`config.mk`:
```
export PLATFORM = sky130hd
export DESIGN_NAME = famsr_regs
export DESIGN_NICKNAME = d
export VERILOG_FILES = /design/src/pkg/famsr_pkg.sv /design/src/core/famsr_regs.sv
export SDC_FILE = /design/constraint.sdc
export NUM_CORES = 1
export LEC_CHECK = 0
export BUFFER_PORTS_ARGS = -buffer_cell sky130_fd_sc_hd__buf_2
export CORE_MARGIN = 3
export CORE_UTILIZATION = 49
export CTS_CLUSTER_DIAMETER = 150
export DETAILED_ROUTE_END_ITERATION = 12
export HOLD_SLACK_MARGIN = 0.06
export PLACE_DENSITY_LB_ADDON = 0.05
export SKIP_CTS_REPAIR_TIMING = 1
export SLEW_MARGIN = 20
export SYNTH_ARGS = -nofsm -noshare
export SYNTH_HDL_FRONTEND = slang
export SYNTH_SLANG_ARGS = --single-unit
```
`constraint.sdc`:
```
create_clock -name mclk -period 1.45 [get_ports mclk]
set_input_delay 0.435 -clock mclk [delete_from_list [all_inputs] [get_ports mclk]]
set_output_delay 0.435 -clock mclk [all_outputs]
set_load 0.01 [all_outputs]
```
`src/pkg/famsr_pkg.sv`:
```
// Operation
// alert mask bit 3 blocks alerts from comm/memory/logic status.
// alert or fault mask bit 2 blocks the monitored-input-voltage alert.
// alert mask bit 0 blocks the output-power-limit alert.
// fault mask bits 7,6,3 block output-voltage, output-current, comm faults.
// fault mask bit 0 blocks the output-power-limit fault.
// general status bit 5 power-good is legacy; host uses status word bit 3.
// phase status bits 5,4,3 follow enables of phases 4,3,2.
// phase status bit 2 is set while power-save input (active low) is asserted.
// alert mask bits 7,6 block output-voltage and output-current alerts.
// general status: bit 7 fault, bit 6 alert, bit 4 ready; reads zero at reset.
package famsr_pkg;

   localparam logic [7:0] FAMSR_CMD_ALERT_MASK   = 8'hf9;
   localparam logic [7:0] FAMSR_CMD_FAULT_MASK   = 8'hfa;
   localparam logic [7:0] FAMSR_CMD_GEN_STATUS   = 8'hfb;
   localparam logic [7:0] FAMSR_CMD_PHASE_STATUS = 8'hfc;

   localparam logic [7:0] FAMSR_ALERT_MASK_RST   = 8'h00;
   localparam logic [7:0] FAMSR_FAULT_MASK_RST   = 8'h00;
   localparam logic [7:0] FAMSR_STATUS_RST       = 8'h00;
   // writable bits of both mask registers
   localparam logic [7:0] FAMSR_MASK_WR_BITS     = 8'hcd;

   // mask bit positions
   localparam int FAMSR_MB_OVOLT  = 7;
   localparam int FAMSR_MB_OCURR  = 6;
   localparam int FAMSR_MB_COMM   = 3;
   localparam int FAMSR_MB_INVOLT = 2;
   localparam int FAMSR_MB_OPWR   = 0;

   // general status bit positions
   localparam int FAMSR_GS_FAULT = 7;
   localparam int FAMSR_GS_ALERT = 6;
   localparam int FAMSR_GS_PGOOD = 5;
   localparam int FAMSR_GS_READY = 4;

   // phase status bit positions
   localparam int FAMSR_PS_PH4 = 5;
   localparam int FAMSR_PS_PH3 = 4;
   localparam int FAMSR_PS_PH2 = 3;
   localparam int FAMSR_PS_PSAVE = 2;

   localparam logic [2:0] FAMSR_PSAVE_SYNC_RST = 3'h7;

   // one flag per status source class
   typedef struct packed {
      logic output_voltage;
      logic output_current;
      logic comm_memory_logic_status;
      logic monitored_input_voltage;
      logic output_power;
   } famsr_src_t;

   typedef struct packed {
      logic       rd;
      logic       wr;
      logic [7:0] cmd;
      logic [7:0] wdata;
   } famsr_req_t;

   typedef struct packed {
      logic [7:0] alert_mask;
      logic [7:0] fault_mask;
      logic [7:0] gen_status;
      logic [7:0] phase_status;
      logic [2:0] psave_sync;
      logic       psave_n_level;
      logic       alert;
      logic       fault;
      logic [7:0] rd_data;
      logic       rd_ack;
      logic       cmd_nak;
   } famsr_state_t;

endpackage : famsr_pkg
```
`src/core/famsr_regs.sv`:
```
module famsr_regs
   import famsr_pkg::*;
(
   input  wire logic       mclk,
   input  wire logic       srst,
   input  wire famsr_req_t req,
   input  wire famsr_src_t warn_src,
   input  wire famsr_src_t fault_src,
   input  wire logic [3:0] phase_en,
   input  wire logic       power_save_input_n,
   input  wire logic       power_good,
   input  wire logic       ready,
   output logic [7:0]      rd_data,
   output logic            rd_ack,
   output logic            cmd_nak,
   output logic            alert_out,
   output logic            fault_out
);

   famsr_state_t st_r;
   famsr_state_t st_nxt;
   logic [7:0]   am_eff;
   logic [7:0]   fm_eff;

   always_comb
   begin
      st_nxt = st_r;
      am_eff = st_r.alert_mask;
      fm_eff = st_r.fault_mask;
      // either mask's bit 2 silences the input-voltage alert
      am_eff[FAMSR_MB_INVOLT] = st_r.alert_mask[FAMSR_MB_INVOLT]
                                | st_r.fault_mask[FAMSR_MB_INVOLT];

      st_nxt.alert = (warn_src.output_voltage           & ~am_eff[FAMSR_MB_OVOLT])
                   | (warn_src.output_current           & ~am_eff[FAMSR_MB_OCURR])
                   | (warn_src.comm_memory_logic_status & ~am_eff[FAMSR_MB_COMM])
                   | (warn_src.monitored_input_voltage  & ~am_eff[FAMSR_MB_INVOLT])
                   | (warn_src.output_power             & ~am_eff[FAMSR_MB_OPWR]);

      st_nxt.fault = (fault_src.output_voltage           & ~fm_eff[FAMSR_MB_OVOLT])
                   | (fault_src.output_current           & ~fm_eff[FAMSR_MB_OCURR])
                   | (fault_src.comm_memory_logic_status & ~fm_eff[FAMSR_MB_COMM])
                   | (fault_src.monitored_input_voltage  & ~fm_eff[FAMSR_MB_INVOLT])
                   | (fault_src.output_power             & ~fm_eff[FAMSR_MB_OPWR]);

      // power-save pin: three stages, level taken once last two agree
      st_nxt.psave_sync = {st_r.psave_sync[1:0], power_save_input_n};
      if (st_r.psave_sync[1] == st_r.psave_sync[2])
      begin
         st_nxt.psave_n_level = st_r.psave_sync[2];
      end

      st_nxt.gen_status = FAMSR_STATUS_RST;
      st_nxt.gen_status[FAMSR_GS_FAULT] = st_nxt.fault;
      st_nxt.gen_status[FAMSR_GS_ALERT] = st_nxt.alert;
      st_nxt.gen_status[FAMSR_GS_PGOOD] = power_good;
      st_nxt.gen_status[FAMSR_GS_READY] = ready;

      st_nxt.phase_status = FAMSR_STATUS_RST;
      st_nxt.phase_status[FAMSR_PS_PH4] = phase_en[3];
      st_nxt.phase_status[FAMSR_PS_PH3] = phase_en[2];
      st_nxt.phase_status[FAMSR_PS_PH2] = phase_en[1];
      st_nxt.phase_status[FAMSR_PS_PSAVE] = ~st_r.psave_n_level;

      // command port
      st_nxt.rd_ack  = 1'b0;
      st_nxt.cmd_nak = 1'b0;
      st_nxt.rd_data = 8'h00;
      if (req.wr)
      begin
         unique case (req.cmd)
            FAMSR_CMD_ALERT_MASK: st_nxt.alert_mask = req.wdata & FAMSR_MASK_WR_BITS;
            FAMSR_CMD_FAULT_MASK: st_nxt.fault_mask = req.wdata & FAMSR_MASK_WR_BITS;
            default:              st_nxt.cmd_nak    = 1'b1;
         endcase
      end
      if (req.rd)
      begin
         st_nxt.rd_ack = 1'b1;
         unique case (req.cmd)
            FAMSR_CMD_ALERT_MASK:   st_nxt.rd_data = st_r.alert_mask;
            FAMSR_CMD_FAULT_MASK:   st_nxt.rd_data = st_r.fault_mask;
            FAMSR_CMD_GEN_STATUS:   st_nxt.rd_data = st_r.gen_status;
            FAMSR_CMD_PHASE_STATUS: st_nxt.rd_data = st_r.phase_status;
            default:
            begin
               st_nxt.rd_ack  = 1'b0;
               st_nxt.cmd_nak = 1'b1;
            end
         endcase
      end
   end

   always_ff @(posedge mclk)
   begin
      if (srst)
      begin
         st_r              <= '0;
         st_r.alert_mask   <= FAMSR_ALERT_MASK_RST;
         st_r.fault_mask   <= FAMSR_FAULT_MASK_RST;
         st_r.gen_status   <= FAMSR_STATUS_RST;
         st_r.phase_status <= FAMSR_STATUS_RST;
         st_r.psave_sync    <= FAMSR_PSAVE_SYNC_RST;
         st_r.psave_n_level <= 1'b1;
      end
      else
      begin
         st_r <= st_nxt;
      end
   end

   assign rd_data   = st_r.rd_data;
   assign rd_ack    = st_r.rd_ack;
   assign cmd_nak   = st_r.cmd_nak;
   assign alert_out = st_r.alert;
   assign fault_out = st_r.fault;
endmodule : famsr_regs

```
* Yosys cells after proc, flatten, opt, wreduce, memory -nomap -nowiden
Index checks and enable logic that the tools add are counted.
** Word-level totals
- Flip-flop bits (word level) :: 42
- Output and inout bits :: 12
- Latch bits :: 0
- Logic and storage cells :: 59
- Memory bits (writable) :: 0
- ROM bits :: 0
- Bits of input ports :: 37
- Memories kept :: 0
** Cells by class
- Shifts and indexed selects :: 0
- Order comparisons :: 0
- $add $sub $neg :: 0
- Bitwise gates (word level) :: 31
- Muxes and demuxes :: 5
- Reductions and logical operators :: 5
- $mul :: 0
- Equality and inequality tests :: 5
- Divide/modulo/power cells :: 0
** Operators with widths (number)
- $eq A8 B8 Y1 const B :: 4
- $pmux W8 S4 :: 1
- $not A1 Y1 :: 12
- $and A1 B1 Y1 :: 10
- $or A1 B1 Y1 :: 9
- $reduce_and A2 Y1 :: 2
- $reduce_or A2 Y1 :: 2
- $reduce_or A4 Y1 :: 1
- $mux W1 :: 3
- $mux W2 :: 1
- $eq A1 B1 Y1 :: 1

* Longest topological paths before layout
- Depth in word-level cells :: 6
- Mapped depth :: 4
- Mapped depth without buffers :: 3

* Worst setup path before layout
Ideal clock, no wire load.
- Path kind :: input-to-reg
- Start point :: input req[8] (netlist bit)
- End point :: register st_r (netlist bit rd_data[6])
- Required time :: 1.325 ns
- Path buffers :: 1
- Arrival :: 1.120 ns
- Cell stages on the path :: 4
- Library setup time :: 0.125 ns
- Path slack :: 0.205 ns
- Path through :: buf_2 > mux2_2 > a22oi_1 > nor2_1
** Between the ends
- Cells in the longest elaborated chain, start to end :: 2
- Elaborated cells on any way between the ends :: 5
- Classes of those cells :: eq/ne: 4; mux: 1
** RTL lines
- start, declared :: line famsr_regs.sv:6 : input wire famsr_req_t req,
- $eq A8 B8 Y1 :: line famsr_regs.sv:80 : unique case (req.cmd)
- $pmux W8 S4 * :: line famsr_regs.sv:80
- end signal, assigned :: line famsr_regs.sv:108 : st_r <= st_nxt;
- end, declared :: line famsr_regs.sv:20 : famsr_state_t st_r;
Every way passes the cells marked *; elsewhere a longest branch is shown, timed or not.
A chain may end at the register's enable or synchronous reset.

==> metrics.yaml <==
status: "completed"
die-area_um2: 3600
cp_cell_sequence: "buf_2"
cts.clk_slew.worst_paths_ns: 0.09
setup_viol: 0
start_kind: "flip-flop"
track_usage_pct: 17.2
grt_max_degree: 29
htreeDepth: 2
skew_ns: 0.00469
holdPathStages: 2
crit_fanout: 2
cp_num_buf_inv: 1
ys_ff_latch: 31
synth-simple-area-share_pct: 25.6
powerDensity_nw_per_um2: 885
grt-ovfl-total: 0
max_freq_mhz: 819
synth-xor-area-share_pct: 0.613
areaGrowthSynthToFinish_pct: 18.6
syn_area_um2: 1430
critical-path-top-delay-family: "flip-flops"
multiInputGateArea_um2: 671
start_util_pct: 54.6
postSynthCellCount: 144
startpoint: "st_r[31]"
row_count: 18
dieWidth_um: 60.0
cts_root_buf: "clkbuf_4"
cp.required_ns: 1.02
dp_worst_setup_slack_ns: -0.0126
rsz0062_at_grt: "false"
holdPathEnd: "st_nxt[14]"
utilization_pct: 64.8
r2r_start: "fm_eff[2]"
synth-edff-count: 0
r2r-end: "rd_data[2]"
arrival_ns: 0.79
core_area_um2: 2610
place_inst: 209
numPortBuffers: 43
cpMaxStageDelayCell: "dfxtp_1"
drive_gt1_share_pct: 36.9
wl_per_cell_um: 12.8
via_count: 1145
top_level_ports: 49
criticalPathCategory: "flip-flop to output pin"
hold_class: "input pin to flip-flop"
hold_slack_ns: 0.291
synth_top_family_by_area: "simple AND/OR/NAND/NOR gates"
cts_buffers: 5
p_leak_nw: 0.750
grt_pass1_vias: 1053
slew_violations: 0
gp_congestion: 0.842
place_area_um2: 1640
drt-initial-drc-count: 23
cts_tree: "built"
cp_slowest_stage_delay_ns: 0.34
rrSetupSlack_ns: 0.48
fin_crit_sh_pct: 84.3
yosys_warnings: 0
drc: 0
hp-start: "power_save_input_n"
synth.distinct_cells: 40
synth-compound-area-share_pct: 11.9
yosysSeqAreaShare_pct: 43.5
fin_cells: 217
regArea_um2: 621
cp.depth: 1
reg2reg_depth: 3
cts_sinks: 31
final.min_clock_period_ns: 1.22
synthMuxAreaShare_pct: 8.59
wirelength_um: 2770
final_nets: 223
cp-end-kind: "output pin"
antennaDiodeCount: 0
fillCellCount: 246
ant_nets: 0
antenna_found_initial: 0
hold_viol: 0
die_h_um: 60.0
grt_pass1_wl_um: 4560
cts_buffer_depth: 2
fin_area_um2: 1690
clk_latency_ns: 0.32
viasPerCell: 5.28
async_reset_ff_share_pct: 0
setup_ws_ns: 0.228
synth_flop_cell: "dfxtp_1"
peakVddDrop_v: 0.000743
drv_cap: 0
syn-mean-instance-area_um2: 9.91
synth_fa_ha_area_share_pct: 0
synth.net_count: 181
drtPass1Iterations: 4
cell families (layout without fill, tap and decap cells):
family          Yosys count  in the layout
compound gates           22             22
flops                    31             31
other cells               1              1
buf+inv                  23             66
simple gates             54             54
xor+xnor                  1              1
mux                      12             12
synthesized netlist by cell type, types with 2 or more instances:
| cell type | instances | share of area (%) |
|---|---|---|
| nand2_1 | 3 | 0.79 |
| o211ai_1 | 2 | 1.1 |
| a22oi_1 | 4 | 2.1 |
| nand2b_1 | 17 | 7.4 |
| a31oi_1 | 2 | 0.88 |
| mux2_2 | 2 | 1.6 |
| mux2i_1 | 10 | 7.0 |
| inv_1 | 7 | 1.8 |
| a32oi_1 | 2 | 1.2 |
| nor3_1 | 2 | 0.70 |
| a211oi_1 | 2 | 1.1 |
| nand4_1 | 2 | 0.88 |
| nor2b_1 | 7 | 3.1 |
| buf_6 | 2 | 1.6 |
| clkbuf_1 | 4 | 1.1 |
| a21oi_1 | 3 | 1.1 |
| nor2_1 | 7 | 1.8 |
| and3b_1 | 4 | 2.5 |
| or2_2 | 3 | 1.3 |
| buf_4 | 9 | 4.7 |
| dfxtp_1 | 31 | 43 |
power by group:
group / total [mW] / internal, mW / switching (mW)
Sequential: 0.872 / 0.867 / 0.00517
Clock: 0.458 / 0.189 / 0.270
Combinational: 0.168 / 0.0919 / 0.0762
per-stage QoR:
step,total power [mW],setup TNS (ns)
after global placement,1.06,0
after detailed placement,1.06,-0.0295
after global routing,1.57,0
after CTS,1.51,0
final,1.50,0
after floorplan,0.982,0
how the worst max path moves through the flow:
stage,endpoint
2_1_floorplan,rd_data[6]
3_3_place_gp,am_eff[7]
3_5_place_dp,am_eff[6]
4_1_cts,fault_out
5_1_grt,fault_out
6_report,fault_out
state kept, by name, indices dropped and copies added (netlist names):
signal and cells:
st_r 11, cmd_nak 1, fm_eff 5, rd_data 7, am_eff 4, rd_ack 1
st_nxt 2
layout make-up:
type                       instances  share of cell area [%]
multi-input combinational         90                    39.6
clock buffer                       7                    2.66
tap                               30                    2.22
inverter                           7                    1.55
clock inverter                     1                   0.296
timing repair buffer              51                    17.0
sequential                        31                    36.7
placed cells by master (no fill, tap or decap), types with 4 or more instances in the layout:
cell type	count
nand2b_1	17
clkbuf_4	5
and3b_1	4
mux2i_1	10
nor2_1	7
buf_2	43
dfxtp_1	31
nor2b_1	7
buf_4	7
inv_1	7
a22oi_1	4
metal layers:
metal  part of all wire [%]  up-vias  track usage [%]
met5                      0        -                0
met4                   0.69        0             7.59
met3                    7.0        2             4.54
met2                     46       37             27.3
met1                     46      529             21.9
li1                       -      577                -
No activity file was read; power rests on OpenSTA's default activity.
